<file path="src/rtl/spsc_consts.svh">
// Offsets, field positions, reset values and timings in ns for the slave port control block
`ifndef SPSC_CONSTS_SVH
`define SPSC_CONSTS_SVH
// Register offsets (byte addresses on the plain register port)
`define SPSC_OFF_CTRL 8'h23
`define SPSC_OFF_WFLAG0 8'h24
`define SPSC_OFF_RFLAG0 8'h28
`define SPSC_OFF_IRQ_STAT 8'h30
`define SPSC_OFF_IRQ_MASK 8'h31
// Control register field positions
`define SPSC_BIT_EN 7
`define SPSC_BIT_PSEL 6
`define SPSC_BIT_ACT_CLR 5
`define SPSC_BIT_STOP_EN 4
`define SPSC_BIT_RIE 3
`define SPSC_BIT_WIE 2
// Reset values
`define SPSC_CTRL_RST 8'h00
`define SPSC_MASK_RST 8'h00
// Wake-up codes
`define SPSC_WUP_PACKET 2'h0
`define SPSC_WUP_MB15 2'h1
`define SPSC_WUP_MB31 2'h2
`define SPSC_MB15 5'h0f
`define SPSC_MB31 5'h1f
// Boot strap sampling delay after reset release, in ns
`define SPSC_BOOT_NS 100
`define SPSC_CLK_NS 25
`endif

</file>
<file path="src/rtl/spsc_pkg.sv">
// Types shared by the slave port control block
package spsc_pkg;
  // Boot sequence states, Gray coded along the path
  typedef enum logic [1:0] {
    SPSC_BOOT_WAIT = 2'b00,
    SPSC_BOOT_SAMPLE = 2'b01,
    SPSC_BOOT_DONE = 2'b11
  } spsc_boot_e;
  typedef logic [7:0] spsc_byte_t;
endpackage : spsc_pkg

</file>
<file path="src/rtl/spsc_sync.sv">
// Two-flop synchroniser for a level from outside the clock domain
`timescale 1ns/1ps
module spsc_sync (
  input wire logic ref_clk, // System clock
  input wire logic rst_n, // Async reset, active low
  input wire logic async_in, // Level from outside
  output logic sync_out // Synchronised level
);
  logic meta_r; // First stage, read only by the second
  ////////////////////////////////////////////////////////////////
  // Two stages; constant reset values only
  always_ff @(posedge ref_clk or negedge rst_n) begin
    if (!rst_n) begin
      meta_r <= 1'b0;
      sync_out <= 1'b0;
    end else begin
      meta_r <= async_in;
      sync_out <= meta_r;
    end
  end
endmodule : spsc_sync

</file>
<file path="src/rtl/spsc_flags.sv">
// Thirty-two sticky per-mailbox flags with set and clear
`timescale 1ns/1ps
module spsc_flags #(
  parameter int NUM_MB = 32 // Mailbox count
) (
  input wire logic ref_clk, // System clock
  input wire logic rst_n, // Async reset, active low
  input wire logic hit, // One access pulse
  input wire logic [4:0] hit_idx, // Mailbox index of the access
  input wire logic clr, // Clear all flags
  output logic [NUM_MB-1:0] flags // Sticky flags, bit n is mailbox n
);
  ////////////////////////////////////////////////////////////////
  // Set wins over clear so a racing access is never lost
  always_ff @(posedge ref_clk or negedge rst_n) begin
    if (!rst_n) begin
      flags <= '0;
    end else begin
      for (int i = 0; i < NUM_MB; i++) begin
        if (hit && (hit_idx == 5'(i))) begin
          flags[i] <= 1'b1;
        end else if (clr) begin
          flags[i] <= 1'b0;
        end
      end
    end
  end
endmodule : spsc_flags

</file>
<file path="src/rtl/spsc_ctrl.sv">
// Slave port status and control register, mailbox flags and interrupts
//
// Behaviour
// - Enable bit gates port; select picks interface
// - Select bit 6: 0 I2C, 1 SPI
// - Boot strap low sets select to SPI
// - Single-interface variant makes select read-only
// - Bit 5 reads port-active; meaningless when disabled
// - Writing clear bit clears all status flags; the code clears mailbox flags and pending only, event status stays
// - Stop enable 0 defers interrupts until wake
// - Read enable interrupts on host mailbox read
// - Write enable interrupts on host mailbox write
// - Clear bit also clears pending mailbox interrupts
// - Write flags track each mailbox separately
// - Wakeup code picks packet end, mailbox 15, 31
// - Thirty-two write flags, flag n is mailbox n
//
// The strobed register port and the placing of the registers are this design's own decisions.
`timescale 1ns/1ps
`include "spsc_consts.svh"
module spsc_ctrl import spsc_pkg::*; #(
  parameter bit HAS_SPI = 1'b1, // Variant implements the SPI slave
  parameter bit HAS_I2C = 1'b1, // Variant implements the I2C slave
  parameter int NUM_MB = 32 // Mailbox count
) (
  input wire logic ref_clk, // System clock, 40 MHz
  input wire logic rst_n, // Async reset, active low
  input wire logic [7:0] reg_addr, // Register byte address
  input wire logic [7:0] reg_wdata, // Write data
  input wire logic reg_wr, // Write strobe
  input wire logic reg_rd, // Read strobe
  output logic [7:0] reg_rdata, // Read data, cycle after strobe
  input wire logic boot_select_pin, // Boot strap pin, asynchronous
  input wire logic link_clk, // Serial link clock, asynchronous
  input wire logic link_busy, // Link engine sees bus traffic
  input wire logic mb_wr, // Host wrote a mailbox (pulse)
  input wire logic mb_rd, // Host read a mailbox (pulse)
  input wire logic [4:0] mb_idx, // Mailbox index of the access
  input wire logic pkt_end, // End of host packet (pulse)
  input wire logic stop_mode, // Device in STOP mode
  output logic port_enable, // Slave port enabled
  output logic port_select, // 1 SPI, 0 I2C
  output logic spi_enable, // SPI engine enabled
  output logic i2c_enable, // I2C engine enabled
  output logic mbox_irq, // Mailbox interrupt to the CPU
  output logic irq // Summary interrupt, masked status
);
  localparam int BOOT_CYC = (`SPSC_BOOT_NS + `SPSC_CLK_NS - 1) / `SPSC_CLK_NS; // Round up
  ////////////////////////////////////////////////////////////////
  // Synchronised pins
  logic boot_pin_s; // Strap after two flops
  logic link_clk_s; // Link clock after two flops
  logic link_clk_d; // Previous link clock sample
  logic link_edge; // Rising link edge seen
  logic busy_s; // Bus activity after two flops
  spsc_sync u_sync_boot (.ref_clk(ref_clk), .rst_n(rst_n), .async_in(boot_select_pin),
                         .sync_out(boot_pin_s));
  spsc_sync u_sync_lclk (.ref_clk(ref_clk), .rst_n(rst_n), .async_in(link_clk),
                         .sync_out(link_clk_s));
  spsc_sync u_sync_busy (.ref_clk(ref_clk), .rst_n(rst_n), .async_in(link_busy),
                         .sync_out(busy_s));
  // Edge detector on the synchronised link clock
  always_ff @(posedge ref_clk or negedge rst_n) begin
    if (!rst_n) begin
      link_clk_d <= 1'b0;
    end else begin
      link_clk_d <= link_clk_s;
    end
  end
  assign link_edge = link_clk_s && !link_clk_d;
  ////////////////////////////////////////////////////////////////
  // Decode
  logic wr_ctrl; // Write to control register
  logic csr_wr; // Clear-status strobe written
  logic rd_stat; // Read of interrupt status
  assign wr_ctrl = reg_wr && (reg_addr == `SPSC_OFF_CTRL);
  assign csr_wr = wr_ctrl && reg_wdata[`SPSC_BIT_ACT_CLR];
  assign rd_stat = reg_rd && (reg_addr == `SPSC_OFF_IRQ_STAT);
  ////////////////////////////////////////////////////////////////
  // Boot sequence: sample strap after release, once per reset
  spsc_boot_e boot_r; // Boot state
  logic [7:0] boot_cnt_r; // Wait counter
  always_ff @(posedge ref_clk or negedge rst_n) begin
    if (!rst_n) begin
      boot_r <= SPSC_BOOT_WAIT;
      boot_cnt_r <= 8'h00;
    end else begin
      unique case (boot_r)
        SPSC_BOOT_WAIT: begin
          boot_cnt_r <= boot_cnt_r + 8'h01;
          if (boot_cnt_r == 8'(BOOT_CYC)) begin
            boot_r <= SPSC_BOOT_SAMPLE;
          end
        end
        SPSC_BOOT_SAMPLE: begin
          boot_r <= SPSC_BOOT_DONE;
        end
        SPSC_BOOT_DONE: begin
          boot_r <= SPSC_BOOT_DONE;
        end
        default: begin
          boot_r <= SPSC_BOOT_WAIT;
        end
      endcase
    end
  end
  ////////////////////////////////////////////////////////////////
  // Control fields
  logic stop_en_r; // Interrupts allowed in STOP
  logic rie_r; // Read interrupt enable
  logic wie_r; // Write interrupt enable
  logic [1:0] wakeup_config_r; // Wake-up configuration
  // Enable and select; select is fixed on single-interface variants
  always_ff @(posedge ref_clk or negedge rst_n) begin
    if (!rst_n) begin
      port_enable <= 1'b0;
      port_select <= 1'b0;
    end else begin
      if (boot_r == SPSC_BOOT_SAMPLE) begin
        // Strap low means SPI, otherwise I2C
        port_select <= (HAS_SPI && !HAS_I2C) ? 1'b1 :
                       (HAS_I2C && !HAS_SPI) ? 1'b0 : !boot_pin_s;
      end else if (wr_ctrl) begin
        port_enable <= reg_wdata[`SPSC_BIT_EN];
        // Select only moves while disabled, so a live link is not torn down
        if (HAS_SPI && HAS_I2C && !port_enable) begin
          port_select <= reg_wdata[`SPSC_BIT_PSEL];
        end
      end
    end
  end
  // Interrupt and wake-up fields
  always_ff @(posedge ref_clk or negedge rst_n) begin
    if (!rst_n) begin
      stop_en_r <= 1'b0;
      rie_r <= 1'b0;
      wie_r <= 1'b0;
      wakeup_config_r <= 2'h0;
    end else if (wr_ctrl) begin
      stop_en_r <= reg_wdata[`SPSC_BIT_STOP_EN];
      rie_r <= reg_wdata[`SPSC_BIT_RIE];
      wie_r <= reg_wdata[`SPSC_BIT_WIE];
      wakeup_config_r <= reg_wdata[1:0];
    end
  end
  // Engine enables follow the select bit while enabled
  always_ff @(posedge ref_clk or negedge rst_n) begin
    if (!rst_n) begin
      spi_enable <= 1'b0;
      i2c_enable <= 1'b0;
    end else begin
      spi_enable <= port_enable && port_select;
      i2c_enable <= port_enable && !port_select;
    end
  end
  ////////////////////////////////////////////////////////////////
  // Port activity: link edges for SPI, bus busy for I2C
  logic active_r; // Port-active indication
  always_ff @(posedge ref_clk or negedge rst_n) begin
    if (!rst_n) begin
      active_r <= 1'b0;
    end else begin
      active_r <= port_select ? (link_edge || (active_r && busy_s)) : busy_s;
    end
  end
  ////////////////////////////////////////////////////////////////
  // Mailbox flags; accesses only count while the port is enabled
  logic [NUM_MB-1:0] wflags; // Write flags
  logic [NUM_MB-1:0] rflags; // Read flags
  spsc_flags #(.NUM_MB(NUM_MB)) u_wflags (.ref_clk(ref_clk), .rst_n(rst_n),
    .hit(mb_wr && port_enable), .hit_idx(mb_idx), .clr(csr_wr), .flags(wflags));
  spsc_flags #(.NUM_MB(NUM_MB)) u_rflags (.ref_clk(ref_clk), .rst_n(rst_n),
    .hit(mb_rd && port_enable), .hit_idx(mb_idx), .clr(csr_wr), .flags(rflags));
  ////////////////////////////////////////////////////////////////
  // Wake-up qualified interrupt events
  logic seen_wr_r; // Write in current packet
  logic seen_rd_r; // Read in current packet
  logic ev_wr; // Qualified write event
  logic ev_rd; // Qualified read event
  logic mb_hit_sel; // Access to the selected wake mailbox
  always_ff @(posedge ref_clk or negedge rst_n) begin
    if (!rst_n) begin
      seen_wr_r <= 1'b0;
      seen_rd_r <= 1'b0;
    end else if (pkt_end) begin
      seen_wr_r <= 1'b0;
      seen_rd_r <= 1'b0;
    end else begin
      seen_wr_r <= seen_wr_r || (mb_wr && port_enable);
      seen_rd_r <= seen_rd_r || (mb_rd && port_enable);
    end
  end
  always_comb begin
    mb_hit_sel = 1'b0;
    ev_wr = 1'b0;
    ev_rd = 1'b0;
    unique case (wakeup_config_r)
      `SPSC_WUP_PACKET: begin
        // One event per packet however many mailboxes it touched
        // An access in the packet-end cycle still belongs to that packet
        ev_wr = pkt_end && (seen_wr_r || (mb_wr && port_enable));
        ev_rd = pkt_end && (seen_rd_r || (mb_rd && port_enable));
      end
      `SPSC_WUP_MB15: begin
        mb_hit_sel = (mb_idx == `SPSC_MB15);
        ev_wr = mb_wr && port_enable && mb_hit_sel;
        ev_rd = mb_rd && port_enable && mb_hit_sel;
      end
      `SPSC_WUP_MB31: begin
        mb_hit_sel = (mb_idx == `SPSC_MB31);
        ev_wr = mb_wr && port_enable && mb_hit_sel;
        ev_rd = mb_rd && port_enable && mb_hit_sel;
      end
      default: begin
        // Reserved code raises nothing
        mb_hit_sel = 1'b0;
      end
    endcase
  end
  ////////////////////////////////////////////////////////////////
  // Pending mailbox interrupts; set wins over the clear strobe
  logic pend_wr_r; // Pending write interrupt
  logic pend_rd_r; // Pending read interrupt
  always_ff @(posedge ref_clk or negedge rst_n) begin
    if (!rst_n) begin
      pend_wr_r <= 1'b0;
      pend_rd_r <= 1'b0;
    end else begin
      if (ev_wr && wie_r) begin
        pend_wr_r <= 1'b1;
      end else if (csr_wr) begin
        pend_wr_r <= 1'b0;
      end
      if (ev_rd && rie_r) begin
        pend_rd_r <= 1'b1;
      end else if (csr_wr) begin
        pend_rd_r <= 1'b0;
      end
    end
  end
  // Output deferred in STOP unless stop enable is set
  always_ff @(posedge ref_clk or negedge rst_n) begin
    if (!rst_n) begin
      mbox_irq <= 1'b0;
    end else begin
      mbox_irq <= (pend_wr_r || pend_rd_r) && (!stop_mode || stop_en_r);
    end
  end
  ////////////////////////////////////////////////////////////////
  // Sticky status: bit0 write event, bit1 read event; read clears
  logic [1:0] irq_stat_r; // Sticky event status
  logic [1:0] irq_mask_r; // Interrupt mask
  always_ff @(posedge ref_clk or negedge rst_n) begin
    if (!rst_n) begin
      irq_stat_r <= 2'h0;
    end else begin
      // A new event in the read cycle survives the clear
      irq_stat_r <= (rd_stat ? 2'h0 : irq_stat_r) | {ev_rd, ev_wr};
    end
  end
  always_ff @(posedge ref_clk or negedge rst_n) begin
    if (!rst_n) begin
      irq_mask_r <= 2'h0;
    end else if (reg_wr && (reg_addr == `SPSC_OFF_IRQ_MASK)) begin
      irq_mask_r <= reg_wdata[1:0];
    end
  end
  always_ff @(posedge ref_clk or negedge rst_n) begin
    if (!rst_n) begin
      irq <= 1'b0;
    end else begin
      irq <= |(((rd_stat ? 2'h0 : irq_stat_r) | {ev_rd, ev_wr}) & irq_mask_r);
    end
  end
  ////////////////////////////////////////////////////////////////
  // Read mux; clear-status bit reads as active, never as 1 written
  always_ff @(posedge ref_clk or negedge rst_n) begin
    if (!rst_n) begin
      reg_rdata <= 8'h00;
    end else if (reg_rd) begin
      unique case (reg_addr)
        `SPSC_OFF_CTRL: reg_rdata <= {port_enable, port_select, active_r && port_enable,
                                      stop_en_r, rie_r, wie_r, wakeup_config_r};
        8'h24: reg_rdata <= wflags[31:24];
        8'h25: reg_rdata <= wflags[23:16];
        8'h26: reg_rdata <= wflags[15:8];
        8'h27: reg_rdata <= wflags[7:0];
        8'h28: reg_rdata <= rflags[31:24];
        8'h29: reg_rdata <= rflags[23:16];
        8'h2a: reg_rdata <= rflags[15:8];
        8'h2b: reg_rdata <= rflags[7:0];
        `SPSC_OFF_IRQ_STAT: reg_rdata <= {6'h00, irq_stat_r};
        `SPSC_OFF_IRQ_MASK: reg_rdata <= {6'h00, irq_mask_r};
        default: reg_rdata <= 8'h00;
      endcase
    end else begin
      reg_rdata <= 8'h00;
    end
  end
  ////////////////////////////////////////////////////////////////
  // Checks
  chk_engine_sel: assert property (@(posedge ref_clk) disable iff (!rst_n)
    spi_enable |-> (port_enable || $past(port_enable)) && !i2c_enable)
    else $error("engine enables inconsistent");
  chk_sel_hold: assert property (@(posedge ref_clk) disable iff (!rst_n)
    (wr_ctrl && port_enable && boot_r == SPSC_BOOT_DONE) |=> $stable(port_select))
    else $error("select moved while enabled");
  chk_boot_strap: assert property (@(posedge ref_clk) disable iff (!rst_n)
    (boot_r == SPSC_BOOT_SAMPLE && HAS_SPI && HAS_I2C) |=> port_select == !$past(boot_pin_s))
    else $error("strap not applied");
  chk_csr_clear: assert property (@(posedge ref_clk) disable iff (!rst_n)
    (csr_wr && !mb_wr && !mb_rd) |=> (wflags == '0) && (rflags == '0))
    else $error("flags not cleared");
  chk_csr_readz: assert property (@(posedge ref_clk) disable iff (!rst_n)
    (reg_rd && reg_addr == `SPSC_OFF_CTRL && !port_enable) |=> !reg_rdata[5])
    else $error("bit 5 reads one while disabled");
  chk_stop_defer: assert property (@(posedge ref_clk) disable iff (!rst_n)
    (stop_mode && !stop_en_r) |=> !mbox_irq)
    else $error("interrupt raised in stop");
  chk_wr_pend: assert property (@(posedge ref_clk) disable iff (!rst_n)
    (ev_wr && wie_r) |=> pend_wr_r)
    else $error("write interrupt not pending");
  chk_pend_clr: assert property (@(posedge ref_clk) disable iff (!rst_n)
    (csr_wr && !ev_rd && !ev_wr) |=> !pend_rd_r && !pend_wr_r)
    else $error("pending not cleared");
  chk_flag_set: assert property (@(posedge ref_clk) disable iff (!rst_n)
    (mb_wr && port_enable) |=> wflags[$past(mb_idx)])
    else $error("write flag not set");
endmodule : spsc_ctrl

</file>
<file path="config.mk">
export PLATFORM = sky130hd
export DESIGN_NAME = spsc_ctrl
export DESIGN_NICKNAME = d
export VERILOG_FILES = /design/src/rtl/spsc_pkg.sv /design/src/rtl/spsc_sync.sv /design/src/rtl/spsc_flags.sv /design/src/rtl/spsc_ctrl.sv
export VERILOG_INCLUDE_DIRS = /design/src /design/src/rtl
export SDC_FILE = /design/constraint.sdc
export NUM_CORES = 1
export LEC_CHECK = 0
export BUFFER_PORTS_ARGS = -buffer_cell sky130_fd_sc_hd__buf_2
export CORE_ASPECT_RATIO = 0.9
export CORE_MARGIN = 2
export CORE_UTILIZATION = 55
export CTS_CLUSTER_DIAMETER = 200
export CTS_CLUSTER_SIZE = 20
export DETAILED_ROUTE_END_ITERATION = 8
export PLACE_DENSITY = 0.73
export SKIP_CTS_REPAIR_TIMING = 1
export SLEW_MARGIN = 20
export SYNTH_ARGS = -nofsm -noshare
export SYNTH_HDL_FRONTEND = slang
export SYNTH_HIERARCHICAL = 1
export SYNTH_SLANG_ARGS = --single-unit
</file>
<file path="constraint.sdc">
create_clock -name ref_clk -period 2.3 [get_ports ref_clk]
set_clock_uncertainty 0.05 [all_clocks]
set_input_delay 0.345 -clock ref_clk [delete_from_list [all_inputs] [get_ports ref_clk]]
set_output_delay 0.345 -clock ref_clk [all_outputs]
set_load 0.05 [all_outputs]
</file>
==> results of run 1 <==
==> cell families (layout without fill, tap and decap cells) <==
logic type / count (synthesis) / after routing / share of synthesized area [%]
adders and majority gates: 5 / 5 / 1.23
DFF: 109 / 109 / 53.5
AOI/OAI and AO/OA: 129 / 129 / 18.2
buffers and inverters: 94 / 152 / 7.21
xor gates and xnor gates: 8 / 8 / 1.37
muxes: 20 / 20 / 5.30
and+or+nand+nor: 104 / 104 / 13.2
==> layer usage <==
metal	global-route usage, %	part of all wire [%]	vias up
met2	39.1	48	138
met1	35.2	43	1919
met4	7.57	1.7	0
met5	0	0	-
li1	-	-	1799
met3	7.25	7.5	17
==> cell usage after synthesis (8+ instances only) <==
| cell | n | share of area [%] |
|---|---|---|
| mux2_2 | 16 | 3.5 |
| dfrtp_1 | 109 | 53 |
| clkbuf_1 | 15 | 1.1 |
| nand3b_1 | 8 | 1.2 |
| a21oi_1 | 10 | 0.98 |
| o22ai_1 | 56 | 6.9 |
| nand2b_1 | 10 | 1.2 |
| a22o_1 | 11 | 1.9 |
| o22ai_2 | 8 | 2.0 |
| nand2_1 | 17 | 1.3 |
| a22oi_1 | 9 | 1.3 |
| inv_1 | 72 | 5.3 |
| nor2_1 | 13 | 0.96 |
==> final timing paths <==
path | start | to | slack, ns
max | reg_addr[3] | port_enable | 0.50
min | link_clk | u_sync_lclk/meta_r | 0.02
max reg2reg | port_enable | u_rflags/flags[20] | 0.55
min reg2reg | u_sync_boot/meta_r | u_sync_boot/sync_out | 0.31
max in group asynchronous | rst_n | u_sync_busy/sync_out | 1.18
min in group asynchronous | rst_n | u_rflags/flags[8] | 0.37
==> where the power goes <==
part,leakage (nW),internal (W),total (W),switching (W)
combinational,1.45,0.000166,0.000411,0.000245
clock,0.0996,0.000507,0.00116,0.000653
sequential,1.16,0.00200,0.00206,0.0000555
total,2.71,0.00268,0.00363,0.000954
==> cell usage in the layout (no fill, tap or decap), drive strengths merged, types with 5 or more instances in the layout <==
cell / count
nand3b: 8
mux2: 16
nand2b: 10
nor2b: 6
inv: 73
a21oi: 10
or2: 5
nor2: 13
o22ai: 64
nand3: 7
nand4bb: 6
dfrtp: 109
nand2: 17
a22o: 11
nand4b: 7
xnor2: 6
buf: 61
a32oi: 7
ha: 5
clkbuf: 9
o21ai: 8
a22oi: 9
==> cell type report <==
cell class	count	share of cell area (%)
flip-flops and latches	109	47.2
repair buffers	64	7.18
inverters	72	4.67
well taps	122	2.64
clock inverters	7	1.28
clock buffers	9	2.14
multi-input cells	266	34.9
==> through the flow <==
step	setup WS [ns]	power [W]	hold slack, ns	instances
global route	0.423	0.00378	0.00470	649
global placement	0.132	0.00248	0.234	630
CTS	0.520	0.00364	-0.181	646
finish	0.501	0.00363	0.0174	649
floorplan	0.125	0.00232	-0.000591	469
detailed placement	0.104	0.00250	0.245	630
==> sequential cells by signal, summed over array words and instances, names as in the netlist, 2 cells and up <==
| name | cells |
|---|---|
| boot_cnt_r | 8 |
| boot_r | 2 |
| irq_mask_r | 2 |
| irq_stat_r | 2 |
| reg_rdata | 8 |
| u_rflags/flags | 32 |
| u_wflags/flags | 32 |
| wakeup_config_r | 2 |
==> reports/metrics.yaml, run 1 <==
status: "complete, no violations"
crit_cells: 5
setup_viol: 0
ant_nets: 0
dr.pass1.iters: 5
drt-initial-drc-count: 200
diodes: 0
maxSlewHeadroom_pct: 58.1
max_stage_delay_ns: 0.59
grt_pass1_wl_um: 19400
grt-ovfl-total: 0
rows: 33
htree_levels: 3
async_flop_share_pct: 100
finalCritPeriodShare_pct: 78.2
place_area_sq_um: 5560
p_per_area_nw_per_um2: 628
cts_inserted_buffers: 9
avgSynthCellArea_sq_um: 10.9
nets: 559
nFillCells: 760
area_delta_synth_final_pct: 13.3
grt_pass1_vias: 3764
hold_viol: 0
syn_inst: 469
crit_type: "in -> reg"
cpMaxStageDelayCell: "or4b_4"
maxCapViolCount: 0
clk_pin_slew_ns: 0.10
finalInstanceArea_sq_um: 5780
arrival_ns: 2.03
worstPathCellList: "buf_2 -> or4b_4 -> or4_4 -> nor2_1 -> mux2_2"
die_w_um: 106
cts.sinks: 109
multiInputGateArea_sq_um: 2020
synth-seq-cells: 109
place.gp.congestion: 0.964
critPathBufInv: 1
synth_area_sq_um: 5100
drc: 0
drive_above_1_share_pct: 22.6
final_core_util_pct: 63.7
core_area_sq_um: 9080
initial_core_util_pct: 56.2
dp_hpwl_um: 8530
via_per_inst: 5.97
syn_nets: 506
wl_per_cell_um: 18.7
worstHoldPathCells: 1
cts_buffer_depth: 2
track_usage_pct: 25.3
seqCellArea_sq_um: 2730
peakVddDrop_v: 0.000438
cts_root_buffer: "clkbuf_8"
crit_family: "simple AND/OR/NAND/NOR gates"
grt_max_degree: 59
drv_slew: 0
p_leak_nw: 2.71
worstHoldPathType: "in -> reg"
dieArea_sq_um: 10100
yosysSeqAreaShare_pct: 53.5
die_h_um: 95.4
synth_flop_cell: "dfrtp_1"
port-buffer-count: 45
vias: 3873
crit_required_ns: 2.53
fmax_mhz: 556
worstSetupEndpointType: "flop"
synth_cell_types: 55
io_pins: 46
critPathMaxFanout: 7
wl_um: 12100
tightest_slew_ns: 0.624
synth_edf_count: 0
worstSkewPairLatency_ns: 0.39
antenna_found_initial: 0
fin_crit_ns: 1.80
cts_tree: "done"
critPathLaunchType: "primary input"
grt_setup_unrepaired: "no"
tns_ns: 0
yosys_warnings: 6
reg2regPathDepth: 4
(Power assumes the default switching activity.)
==> inputs of run 2 (changes only) <==
- ABC_AREA: unset -> 1
- CORE_UTILIZATION: 55 -> 54
- PLACE_DENSITY: 0.73 -> 0.74
- clock period: 2.3 -> 1.6 ns (I/O delays scaled with it)
==> reports/metrics.yaml, run 2 <==
grt_pass1_wl_um: 21800  # +12%
rows: 34  # +3.0%
crit_type: "reg -> reg"
setup_slack_ns: 0.0470  # -0.454 ns
worstPathCellList: "inv_1 -> ha_1 -> xnor2_2 -> nand4_1 -> nand2_1 -> nand2_1 -> nand2_1 -> nand2_1 -> nand2_1"
cp_common_cell: "nand2_1"
die_h_um: 98.6  # +3.4%
drive_above_1_share_pct: 18.2  # -4.4 points
yosysSeqAreaShare_pct: 50.8  # -2.7 points
p_switching_w: 0.00177  # +85%
clk_pin_slew_ns: 0.10  # about the same
cts.sinks: 109  # unchanged
wl_per_cell_um: 15.3  # -18%
cts_tree: "done"
grt_pass1_vias: 4510  # +20%
final_core_util_pct: 62.7  # -0.98 points
die_w_um: 109  # +3.4%
drt-initial-drc-count: 424  # +110%
critPathBufInv: 1  # unchanged
crit_required_ns: 1.87  # -0.66 ns
grt-ovfl-total: 0  # unchanged
nFillCells: 871  # +15%
syn_inst: 659  # +41%
synth_edf_count: 0  # unchanged
netlist_top_cells_area: "dfrtp_1, nand2_1, nand3_1"
yosysMostFrequentCell: "nand2_1"
seqPwrFrac_pct: 56.6  # about the same
tightest_slew_ns: 0.430  # -0.194 ns
initial_core_util_pct: 55.6  # -0.57 points
worstHoldPathType: "in -> reg"
dieArea_sq_um: 10800  # +6.9%
arrival_ns: 1.82  # -0.21 ns
async_flop_share_pct: 100  # unchanged
cts_root_buffer: "clkbuf_8"
core_area_sq_um: 9660  # +6.3%
setup_viol: 0  # unchanged
pwr-share-comb_pct: 14.4  # +3.1 points
port-buffer-count: 45  # unchanged
htree_levels: 3  # unchanged
final_common_cell: "nand2_1"
maxCapViolCount: 0  # unchanged
cpMaxStageDelayCell: "dfrtp_1"
vias: 4635  # +20%
dr.pass1.iters: 5  # unchanged
crit_family: "simple AND/OR/NAND/NOR gates"
finalInstanceArea_sq_um: 6050  # +4.7%
finalCritPeriodShare_pct: 97.1
cts_buffer_depth: 2  # unchanged
synth-seq-cells: 109  # unchanged
power.internal_w: 0.00421  # +57%
syn_nets: 696  # +38%
netlist.area_leader.share_pct: 50.8  # -2.7 points
max_stage_delay_ns: 0.41  # -0.18 ns
critPathLaunchType: "flop"
status: "complete, no violations"
synth_area_sq_um: 5370  # +5.2%
via_per_inst: 5.47  # -8.3%
sw_frac_of_total_pct: 29.6  # +3.3 points
p_clk_share_pct: 28.9  # -3.1 points
place_area_sq_um: 5790  # +4.2%
drc: 0  # unchanged
yosys_warnings: 6  # unchanged
synth_cell_types: 26  # -53%
nets: 753  # +35%
io_pins: 46  # unchanged
pre_cts_ws_ns: -0.00656  # -0.111 ns
ant_nets: 0  # unchanged
worstSetupEndpointType: "flop"
cts_inserted_buffers: 9  # unchanged
grt_max_degree: 68  # +15%
fin_crit_ns: 1.55
synth_flop_cell: "dfrtp_1"
antenna_found_initial: 0  # unchanged
track_usage_pct: 26.1  # +0.83 points
synthTopCellsByCount: "nand2_1, nand3_1, dfrtp_1"
p_per_area_nw_per_um2: 987  # +57%
mostFrequentLayoutCells: "nand2_1, nand3_1, dfrtp_1"
maxSlewHeadroom_pct: 71.3  # +13 points
hold_viol: 0  # unchanged
worstSkewPairLatency_ns: 0.38  # about the same
top_regs: "u_rflags/flags: 32 flops, u_wflags/flags: 32 flops"
fin_hold_ws_ns: 0.00117  # -0.0162 ns
peakVddDrop_v: 0.000553  # +26%
drv_slew: 0  # unchanged
critPathMaxFanout: 3  # -4
dp_hpwl_um: 9210  # +7.9%
wl_um: 13000  # +6.8%
yosysTopAreaCell: "dfrtp_1"
place.gp.congestion: 0.874  # -9.4%
avgSynthCellArea_sq_um: 8.15  # -25%
area_delta_synth_final_pct: 12.7
diodes: 0  # unchanged
fmax_mhz: 644
p_leak_nw: 3.18  # +17%
[run 2: cell count changes after synthesis, sizes merged, moves of 9 or more]
cell / delta
a22o: -11
a22oi: -9
clkbuf: -10
mux2: -16
nand2: +200
nand2b: -10
nand3: +132
nor2: +48
o21ai: +10
o22ai: -64
[run 2: worst paths after layout]
kind	cells past startpoint	from	end	slack (ns)
worst max-delay path	9	wakeup_config_r[0]	irq	0.05
worst min-delay path	2	pkt_end	seen_wr_r	0.001
worst max register to register	9	wakeup_config_r[0]	irq	0.05
worst min register to register	0	u_sync_lclk/meta_r	u_sync_lclk/sync_out	0.31
max in group asynchronous	3	rst_n	u_sync_boot/meta_r	0.78
min in group asynchronous	2	rst_n	stop_en_r	0.22
[run 2: cell families (layout without fill, tap and decap cells)]
logic type	after synthesis	in the layout	share of synthesized area, %
and+or+nand+nor	430	430	37.3
DFF	109	109	50.8
buffers and inverters	84	146	7.13
AOI/OAI and AO/OA	23	23	2.26
xor gates and xnor gates	8	8	1.30
adders and majority gates	5	5	1.17
[run 2: layout make-up]
class	instances	area, sq um	area share [%]
multi-input cells	466	2270	37.4
flip-flops and latches	109	2730	45.1
well taps	126	158	2.60
clock inverters	7	81.3	1.34
inverters	65	244	4.03
clock buffers	9	124	2.05
repair buffers	65	453	7.48
[run 2: worst reg2reg max path, cell delays in order (launching register included)]
cell and delay, ns:
dfrtp_1 0.41, inv_1 0.12, ha_1 0.26, xnor2_2 0.19, nand4_1 0.11, nand2_1 0.10, nand2_1 0.08, nand2_1 0.09
nand2_1 0.05, nand2_1 0.05
[run 2: through the flow]
step	total power (W)	setup TNS (ns)	instances
after global placement	0.00423	0	826
after floorplan	0.00394	0	659
after global routing	0.00629	-0.0209	847
final	0.00598	0	847
after detailed placement	0.00427	-0.0194	826
after CTS	0.00598	0	842
[run 2: routing by layer]
metal | vias to the layer above | global-route usage (%) | part of all wire [%]
li1 | 2219 | - | -
met2 | 194 | 40.2 | 48
met1 | 2200 | 36.7 | 43
met4 | 0 | 8.58 | 1.8
met3 | 22 | 6.08 | 7.8
met5 | - | 0 | 0
[run 2: power by group through the flow]
stage          clock, W  sequential, W  combinational (W)
3_5_place_dp          0        0.00343           0.000842
3_3_place_gp          0        0.00342           0.000812
4_1_cts         0.00176        0.00338           0.000846
6_report        0.00173        0.00339           0.000861
5_1_grt         0.00188        0.00343           0.000987
2_1_floorplan         0        0.00342           0.000521
